--- src/core/ast_pkg.sv ---
// Constants, register map and state codes of the asynchronous serial transmitter.
// Assumes an APB master on pclk and a remote receiver on the serial line.
// Function
// - Idle line sits at mark level, the level of a one bit.
// - Frame is start bit at space, eight or nine data bits, stop bits.
// - Every bit lasts exactly one bit period of the baud generator.
// - Baud generator divides pclk, selectable eight-bit or sixteen-bit divisor.
// - Data bits go out least significant bit first.
// - No hardware parity; software places parity in the ninth data bit.
// - Port master enable turns the shared transmit pin into an output.
// - Setting transmit enable sets the buffer-empty flag at once.
// - Buffer write starts a frame; idle shifter takes the character immediately.
// - Queued character loads at stop end; its start bit follows at once.
// - Invert select resets to zero; one inverts idle level and data.
// - Invert select acts on polarity in asynchronous operation only.
// - Empty flag clear only while transmit is disabled or while shifting with another character queued.
// - Empty flag becomes valid on the second cycle after the write.
// - Empty flag is read-only; software writes do not touch it.
// - Interrupt request needs irq enable; flag follows buffer regardless.
`default_nettype none

package ast_pkg;

    // ****************************************************************
    // Register map
    // ****************************************************************
    localparam int          ADDR_W        = 12;
    localparam logic [11:0] REG_CTRL_OFS  = 12'h000;
    localparam logic [11:0] REG_BAUD_OFS  = 12'h004;
    localparam logic [11:0] REG_DATA_OFS  = 12'h008;
    localparam logic [11:0] REG_STAT_OFS  = 12'h00c;

    localparam int CTRL_TX_ENABLE_BIT_BIT   = 0;
    localparam int CTRL_SYNC_BIT   = 1;
    localparam int CTRL_PORT_MASTER_ENABLE_BIT   = 2;
    localparam int CTRL_INV_BIT    = 3;
    localparam int CTRL_NINE_BIT   = 4;
    localparam int CTRL_WIDE_BIT   = 5;
    localparam int CTRL_IRQEN_BIT  = 6;
    localparam int CTRL_STOP2_BIT  = 7;
    localparam int CTRL_W          = 8;

    localparam int STAT_EMPTY_BIT  = 0;
    localparam int STAT_BUSY_BIT   = 1;
    localparam int STAT_FULL_BIT   = 2;
    localparam int STAT_IRQ_BIT    = 3;

    localparam logic [7:0]  CTRL_RESET    = 8'h00;
    localparam logic [15:0] BAUD_RESET    = 16'h0019;
    localparam int          CHAR_W        = 9;
    localparam logic [3:0]  LAST_BIT_8    = 4'h7;
    localparam logic [3:0]  LAST_BIT_9    = 4'h8;

    // ****************************************************************
    // Shifter states
    // ****************************************************************
    typedef enum logic [3:0] {
        ST_IDLE  = 4'b0001,
        ST_START = 4'b0010,
        ST_DATA  = 4'b0100,
        ST_STOP  = 4'b1000
    } ast_state_type;

endpackage

`default_nettype wire

--- src/core/ast_baud_if.sv ---
// Interface between the transmitter core and its baud generator.
// Assumes both ends run on the same pclk.
`timescale 1ns/1ns
`default_nettype none

interface ast_baud_if #(parameter int DIV_W = 16);
    logic             run;
    logic             wide_mode;
    logic [DIV_W-1:0] divisor;
    logic             tick;
    modport gen  (input run, input wide_mode, input divisor, output tick);
    modport user (output run, output wide_mode, output divisor, input tick);
endinterface

`default_nettype wire

--- src/core/ast_tx_top.sv ---
// Asynchronous serial transmitter with APB register access.
// Assumes a zero-wait APB master on pclk and a receiver at the same rate.
`timescale 1ns/1ns
`default_nettype none

module ast_tx_top
    import ast_pkg::*;
(
    input  wire logic        pclk,        // System clock, 50 MHz.
    input  wire logic        presetn,     // Asynchronous reset, active low.
    input  wire logic        psel,        // APB select.
    input  wire logic        penable,     // APB access phase.
    input  wire logic        pwrite,      // APB direction, high for write.
    input  wire logic [11:0] paddr,       // APB byte address.
    input  wire logic [31:0] pwdata,      // APB write data.
    output logic      [31:0] prdata,      // APB read data.
    output logic             pready,      // APB ready, always high.
    output logic             pslverr,     // APB error on unmapped address.
    output logic             tx_pin_o,    // Serial output level.
    output logic             tx_pin_oe,   // Serial pin drive enable.
    output logic             tx_irq       // Buffer-empty interrupt request.
);

    // ****************************************************************
    // Register bus
    // ****************************************************************
    logic [CTRL_W-1:0] ctrl_r;
    logic [15:0]       baud_r;
    logic [CHAR_W-1:0] hold_data_r;
    logic              hold_full_r;
    logic              empty_flag_r;
    logic [31:0]       prdata_r;
    logic              pslverr_r;
    logic              setup;
    logic              wr_acc;
    logic              mapped;
    logic              data_wr;
    ast_state_type     state_r;
    logic              state_idle;

    assign setup   = psel && !penable;
    assign wr_acc  = psel && penable && pwrite;
    assign mapped  = (paddr == REG_CTRL_OFS) || (paddr == REG_BAUD_OFS) ||
                     (paddr == REG_DATA_OFS) || (paddr == REG_STAT_OFS);
    assign data_wr = wr_acc && (paddr == REG_DATA_OFS);
    assign pready  = 1'b1;
    assign prdata  = prdata_r;
    assign pslverr = pslverr_r;

    logic tx_en;
    logic sync_mode;
    logic port_en;
    logic invert;
    logic nine_bits;
    logic stop2;
    logic irq_en;
    logic active;

    assign tx_en     = ctrl_r[CTRL_TX_ENABLE_BIT_BIT];
    assign sync_mode = ctrl_r[CTRL_SYNC_BIT];
    assign port_en   = ctrl_r[CTRL_PORT_MASTER_ENABLE_BIT];
    assign invert    = ctrl_r[CTRL_INV_BIT];
    assign nine_bits = ctrl_r[CTRL_NINE_BIT];
    assign stop2     = ctrl_r[CTRL_STOP2_BIT];
    assign irq_en    = ctrl_r[CTRL_IRQEN_BIT];
    // All three enables must agree before anything is shifted.
    assign active    = tx_en && port_en && !sync_mode;

    always_ff @(posedge pclk or negedge presetn) begin
        if (!presetn) begin
            ctrl_r <= CTRL_RESET;
        end else if (wr_acc && paddr == REG_CTRL_OFS) begin
            ctrl_r <= pwdata[CTRL_W-1:0];
        end
    end

    always_ff @(posedge pclk or negedge presetn) begin
        if (!presetn) begin
            baud_r <= BAUD_RESET;
        end else if (wr_acc && paddr == REG_BAUD_OFS) begin
            baud_r <= pwdata[15:0];
        end
    end

    // Read data is captured in the setup cycle so it is stable for the access phase.
    always_ff @(posedge pclk or negedge presetn) begin
        if (!presetn) begin
            prdata_r  <= 32'h0000_0000;
            pslverr_r <= 1'b0;
        end else if (setup) begin
            pslverr_r <= !mapped;
            prdata_r  <= 32'h0000_0000;
            unique case (paddr)
                REG_CTRL_OFS: prdata_r[CTRL_W-1:0] <= ctrl_r;
                REG_BAUD_OFS: prdata_r[15:0] <= baud_r;
                REG_DATA_OFS: prdata_r[CHAR_W-1:0] <= hold_data_r;
                REG_STAT_OFS: begin
                    prdata_r[STAT_EMPTY_BIT] <= empty_flag_r;
                    prdata_r[STAT_BUSY_BIT]  <= !state_idle;
                    prdata_r[STAT_FULL_BIT]  <= hold_full_r;
                    prdata_r[STAT_IRQ_BIT]   <= tx_irq;
                end
                default: prdata_r <= 32'h0000_0000;
            endcase
        end
    end

    // ****************************************************************
    // Baud generator
    // ****************************************************************
    ast_baud_if #(.DIV_W(16)) bif ();
    logic          tick;

    assign state_idle    = (state_r == ST_IDLE);
    assign bif.run       = active && !state_idle;
    assign bif.wide_mode = ctrl_r[CTRL_WIDE_BIT];
    assign bif.divisor   = baud_r;
    assign tick          = bif.tick;

    ast_baud_gen #(.DIV_W(16)) u_baud (
        .pclk    (pclk),
        .presetn (presetn),
        .bif     (bif)
    );

    // ****************************************************************
    // Holding buffer and shifter
    // ****************************************************************
    logic [CHAR_W-1:0] shreg_r;
    logic [3:0]        bit_cnt_r;
    logic              stop_cnt_r;
    logic [3:0]        last_bit;
    logic              data_done;
    logic              stop_done;
    logic              load;

    assign last_bit  = nine_bits ? LAST_BIT_9 : LAST_BIT_8;
    assign data_done = tick && (bit_cnt_r == last_bit);
    assign stop_done = tick && (stop_cnt_r == stop2);
    // A queued character moves in at the end of the stop bit, with no idle gap.
    assign load = active && hold_full_r &&
                  (state_idle || (state_r == ST_STOP && stop_done));

    // A write arriving with a load keeps the buffer full with the new character.
    always_ff @(posedge pclk or negedge presetn) begin
        if (!presetn) begin
            hold_full_r <= 1'b0;
        end else if (!active) begin
            hold_full_r <= 1'b0;
        end else if (data_wr) begin
            hold_full_r <= 1'b1;
        end else if (load) begin
            hold_full_r <= 1'b0;
        end
    end

    // The ninth bit is stored as written; parity is software's job.
    always_ff @(posedge pclk or negedge presetn) begin
        if (!presetn) begin
            hold_data_r <= '0;
        end else if (data_wr) begin
            hold_data_r <= pwdata[CHAR_W-1:0];
        end
    end

    always_ff @(posedge pclk or negedge presetn) begin
        if (!presetn) begin
            state_r <= ST_IDLE;
        end else if (!active) begin
            state_r <= ST_IDLE;
        end else begin
            unique case (state_r)
                ST_IDLE:  if (load) state_r <= ST_START;
                ST_START: if (tick) state_r <= ST_DATA;
                ST_DATA:  if (data_done) state_r <= ST_STOP;
                ST_STOP: begin
                    if (stop_done) state_r <= hold_full_r ? ST_START : ST_IDLE;
                end
                default:  state_r <= ST_IDLE;
            endcase
        end
    end

    always_ff @(posedge pclk or negedge presetn) begin
        if (!presetn) begin
            shreg_r <= '0;
        end else if (load) begin
            shreg_r <= hold_data_r;
        end else if (state_r == ST_DATA && tick) begin
            shreg_r <= {1'b0, shreg_r[CHAR_W-1:1]};
        end
    end

    always_ff @(posedge pclk or negedge presetn) begin
        if (!presetn) begin
            bit_cnt_r  <= 4'h0;
            stop_cnt_r <= 1'b0;
        end else if (load || !active) begin
            bit_cnt_r  <= 4'h0;
            stop_cnt_r <= 1'b0;
        end else if (tick && state_r == ST_DATA) begin
            bit_cnt_r <= bit_cnt_r + 4'h1;
        end else if (tick && state_r == ST_STOP) begin
            stop_cnt_r <= !stop_cnt_r;
        end
    end

    // ****************************************************************
    // Line driver
    // ****************************************************************
    logic line;
    logic tx_out_r;

    always_comb begin
        unique case (state_r)
            ST_START: line = 1'b0;
            ST_DATA:  line = shreg_r[0];
            default:  line = 1'b1;
        endcase
    end

    // The line is registered, so every bit is delayed by one cycle but keeps its length.
    always_ff @(posedge pclk or negedge presetn) begin
        if (!presetn) begin
            tx_out_r <= 1'b1;
        end else begin
            tx_out_r <= line ^ (invert && !sync_mode);
        end
    end

    assign tx_pin_o  = tx_out_r;
    assign tx_pin_oe = port_en;

    // ****************************************************************
    // Buffer-empty flag
    // ****************************************************************
    // Registered one cycle behind the buffer, so a write shows up on the second cycle.
    always_ff @(posedge pclk or negedge presetn) begin
        if (!presetn) begin
            empty_flag_r <= 1'b0;
        end else begin
            empty_flag_r <= tx_en && !(hold_full_r && !state_idle);
        end
    end

    assign tx_irq = empty_flag_r && irq_en;

    logic [16:0] len_cnt_r;
    always_ff @(posedge pclk or negedge presetn) begin
        if (!presetn) begin
            len_cnt_r <= '0;
        end else if (tick || state_idle) begin
            len_cnt_r <= '0;
        end else begin
            len_cnt_r <= len_cnt_r + 17'h1;
        end
    end
endmodule // ast_tx_top

`default_nettype wire

--- src/core/ast_baud_gen.sv ---
// Baud generator: one tick per bit period while the shifter runs.
// Assumes divisor is stable during a frame.
`timescale 1ns/1ns
`default_nettype none

module ast_baud_gen
    import ast_pkg::*;
#(
    parameter int DIV_W = 16
) (
    input  wire logic pclk,     // System clock.
    input  wire logic presetn,  // Asynchronous reset, active low.
    ast_baud_if.gen   bif       // Run, mode, divisor and tick.
);
    logic [DIV_W-1:0] cnt_r;
    logic [DIV_W-1:0] limit;

    // The narrow mode pads the low byte to sixteen bits, so no other width is served.
    if (DIV_W != 16) begin : g_div_check
        $error("ast_baud_gen needs a sixteen-bit divisor");
    end

    // Narrow mode uses only the low byte, so the period is low byte plus one.
    assign limit    = bif.wide_mode ? bif.divisor : {8'h00, bif.divisor[7:0]};
    assign bif.tick = bif.run && (cnt_r == limit);

    always_ff @(posedge pclk or negedge presetn) begin
        if (!presetn) begin
            cnt_r <= '0;
        end else if (!bif.run || bif.tick) begin
            cnt_r <= '0;
        end else begin
            cnt_r <= cnt_r + 1'b1;
        end
    end
endmodule // ast_baud_gen

`default_nettype wire

--- config.mk ---
export PLATFORM = sky130hd
export DESIGN_NAME = ast_tx_top
export DESIGN_NICKNAME = d
export VERILOG_FILES = /design/src/core/ast_pkg.sv /design/src/core/ast_baud_if.sv /design/src/core/ast_tx_top.sv /design/src/core/ast_baud_gen.sv
export SDC_FILE = /design/constraint.sdc
export NUM_CORES = 1
export LEC_CHECK = 0
export CORE_MARGIN = 3
export CORE_UTILIZATION = 52
export DETAILED_ROUTE_END_ITERATION = 10
export DONT_BUFFER_PORTS = 1
export GPL_TIMING_DRIVEN = 0
export PLACE_DENSITY = 0.67
export SYNTH_ARGS = -nofsm -noshare
export SYNTH_HDL_FRONTEND = slang
export SYNTH_HIERARCHICAL = 1
export SYNTH_SLANG_ARGS = --single-unit
--- constraint.sdc ---
create_clock -name pclk -period 3.4 [get_ports pclk]
set_input_delay 0.17 -clock pclk [delete_from_list [all_inputs] [get_ports pclk]]
set_output_delay 0.17 -clock pclk [all_outputs]
set_load 0.05 [all_outputs]
==> impl_metrics.py <==
metrics = {
    "logic_synthesis": {
        "syn_area_mm2": 0.00479,
        "synth-edff-count": 0,
        "async_flop_share": 1.00,
        "synth-warning-count": 6,
        "synth_seq_cells": 87,
        "ys_types": 66,
        "ys.flop_type": "dfrtp_1",
        "yosysSeqAreaShare": 0.456,
        "synth.avg_cell_area_um2": 12.0,
        "postSynthCellCount": 399,
    },
    "floorplan": {
        "start_util": 0.541,
        "coreArea_mm2": 0.00885,
        "ioPinCount": 86,
        "chipHeight_um": 102,
        "die_area_mm2": 0.0104,
        "rows": 34,
        "die_w_um": 102,
    },
    "sta": {
        "holdWs_ps": 19.3,
        "timing.final.crit_share": 0.823,
        "maxSlewHeadroom": 0.546,
        "slew_viol_final": 0,
        "max_freq_mhz": 357,
        "rsz0062_at_grt": "false",
        "tightestPinTransition_ps": 680,
        "setup_viol": 0,
        "final.min_clock_period_ps": 2800,
        "finalSetupTns_ps": 0,
        "worst_slack_ps": 600,
        "fin_worst_skew_ps": 8.42,
        "hold_viol_final": 0,
    },
    "detailed_routing": {
        "vias": 3255,
        "drt_iter0_markers": 133,
        "drt-total-wl_mm": 10.4,
        "drc": 0,
        "firstDrtPassIters": 4,
        "ant_nets": 0,
        "vias_per_cell": 5.84,
        "wl_per_cell_um": 18.6,
    },
    "clocking": {
        "htree_num_levels": 3,
        "cts-root-buf": "clkbuf_8",
        "cts_buffer_depth": 2,
        "clkLatencyLatePin_ps": 350,
        "cts_inserted_buffers": 9,
        "clk_pin_slew_ps": 90,
        "ctsResizeCount": 0,
        "cts.sinks": 87,
        "cts_tree": "built",
    },
    "power": {
        "p_int_mw": 1.42,
        "power_leakage_nw": 2.43,
        "netSwitchingFraction": 0.245,
        "combPwrFrac": 0.065,
        "p_total_mw": 1.88,
        "peakVddDrop_mv": 0.251,
        "p_per_area_mw_per_mm2": 349,
        "p_switching_mw": 0.461,
        "clock_power_share": 0.384,
        "power_frac_seq": 0.551,
    },
    "critical_path": {
        "critical_path_class": "flip-flop to flip-flop",
        "worstPathRequired_ps": 3650,
        "worstPathMaxFanout": 10,
        "critPathLaunchType": "flip-flop",
        "cp-end-kind": "flip-flop",
        "worstPathArrival_ps": 3050,
    },
    "finish": {
        "area.growth.synth_to_final_pct": 12.4,
        "final_common_cell": "dfrtp_1",
        "multiInputGateArea_mm2": 0.00237,
        "fill_cells": 743,
        "fin_util": 0.608,
        "final_cell_mix": "82 x dfrtp_1, 24 x mux2_2, 23 x xnor2_1, 23 x mux2_4, 20 x buf_4",
        "diodes": 0,
        "nets": 495,
        "post_route_cells_drive_above_1_share": 0.278,
        "seq_area_mm2": 0.00218,
    },
    "global_routing": {
        "grt_max_degree": 88,
        "grt_pass1_vias": 3268,
        "antenna_found_initial": 0,
        "grt_overflow": 0,
        "grt_pass1_wl_mm": 16.9,
        "track_usage": 0.209,
    },
    "placement": {
        "port_buffers": 0,
        "place_congestion": 0.809,
        "place_ws_ps": 622,
        "dpl.hpwl_mm": 7.32,
    },
    "worst_hold_path": {
        "min_path_type": "primary input to flip-flop",
    },
    "job": {
        "maxCapViolCount": 0,
    },
    "run_status": {
        "run_status": "completed",
    },
}
[power groups by stage]
stage	clock network, mW	logic, mW	registers [mW]
after floorplan	0	0.0725	1.06
after global placement	0	0.0769	1.06
after detailed placement	0	0.0776	1.06
after CTS	0.748	0.122	1.04
after global routing	0.798	0.131	1.04
final	0.723	0.122	1.04
[routing by layer]
metal / vias up / global-route usage / part of all wire
met3: 5 / 0.0526 / 0.034
met4: 0 / 0.0434 / 0.0045
li1: 1527 / - / -
met1: 1643 / 0.266 / 0.44
met2: 80 / 0.363 / 0.52
met5: - / 0 / 0
[sequential cells by signal, indices dropped and copies added, names as in the netlist, 4 cells and up]
signal,count
baud_r,16
prdata,16
u_baud/cnt_r,16
state_r,4
hold_data_r,9
ctrl_r,8
bit_cnt_r,4
shreg_r,9
[metrics by stage]
step                area (um2)  cells
finish                    5380    557
floorplan                 4840    414
global placement          4980    522
detailed placement        4980    522
CTS                       5380    557
global route              5380    557
[layout make-up]
type | instances | area share
Buffer | 39 | 0.0511
Clock buffer | 10 | 0.0237
Clock inverter | 6 | 0.0128
Timing Repair Buffer | 19 | 0.0386
Inverter | 5 | 0.00349
Sequential cell | 87 | 0.406
Multi-Input combinational cell | 283 | 0.440
Tap cell | 108 | 0.0251
[timing repair]
item / CTS / global route
setup endpoints to repair: 0 / 0
hold buffers: 19 / 0
setup buffers: 0 / 0
endpoints found under the hold margin: 121 / 0
[synthesized netlist by cell type (9+ instances only)]
library cell,count,area [um2]
xnor2_1,23,201
nand2_1,19,71.3
mux2i_1,13,130
xor2_1,10,87.6
mux2_2,24,270
a311oi_2,9,135
dfrtp_1,82,2050
nand3_1,19,95.1
mux2_4,23,345
nor2_1,18,67.6
buf_4,20,150
[worst max-delay path, cell delays in order, from the launching register on]
cell and delay, ps:
dfrtp_1 370, clkbuf_2 160, xnor2_1 200, nand4_1 180, a211oi_4 430, and4_1 270, clkbuf_2 230, a31oi_1 160
nand3b_1 200, buf_6 190, mux2_4 300
[path summary, 6_finish.rpt]
check / slack [ps] / depth (start not counted) / to / from
setup / recovery: 600 / 10 / shreg_r[4]$_DFFE_PN0P_ / u_baud/cnt_r[7]$_DFF_PN0_
hold / removal: 20 / 2 / pslverr$_DFFE_PN0P_ / paddr[1]
hold reg to reg: 520 / 1 / shreg_r[0]$_DFFE_PN0P_ / shreg_r[0]$_DFFE_PN0P_
min in group asynchronous: 360 / 2 / state_r[2]$_DFFE_PN0P_ / presetn
setup reg to reg: 600 / 10 / shreg_r[4]$_DFFE_PN0P_ / u_baud/cnt_r[7]$_DFF_PN0_
max in group asynchronous: 2650 / 2 / baud_r[3]$_DFFE_PN1P_ / presetn
[logic make-up after synthesis]
logic type / count (synthesis) / synth area share
AND/OR/NAND/NOR: 107 / 0.137
flip-flops: 87 / 0.456
AO/OA/AOI/OAI: 64 / 0.122
multiplexers: 60 / 0.156
buffers and inverters: 44 / 0.0614
XOR/XNOR: 33 / 0.0604
adder cells (fa/ha/maj): 2 / 0.00523
other: 2 / 0.00157
Power figures use the tool's default switching activity.
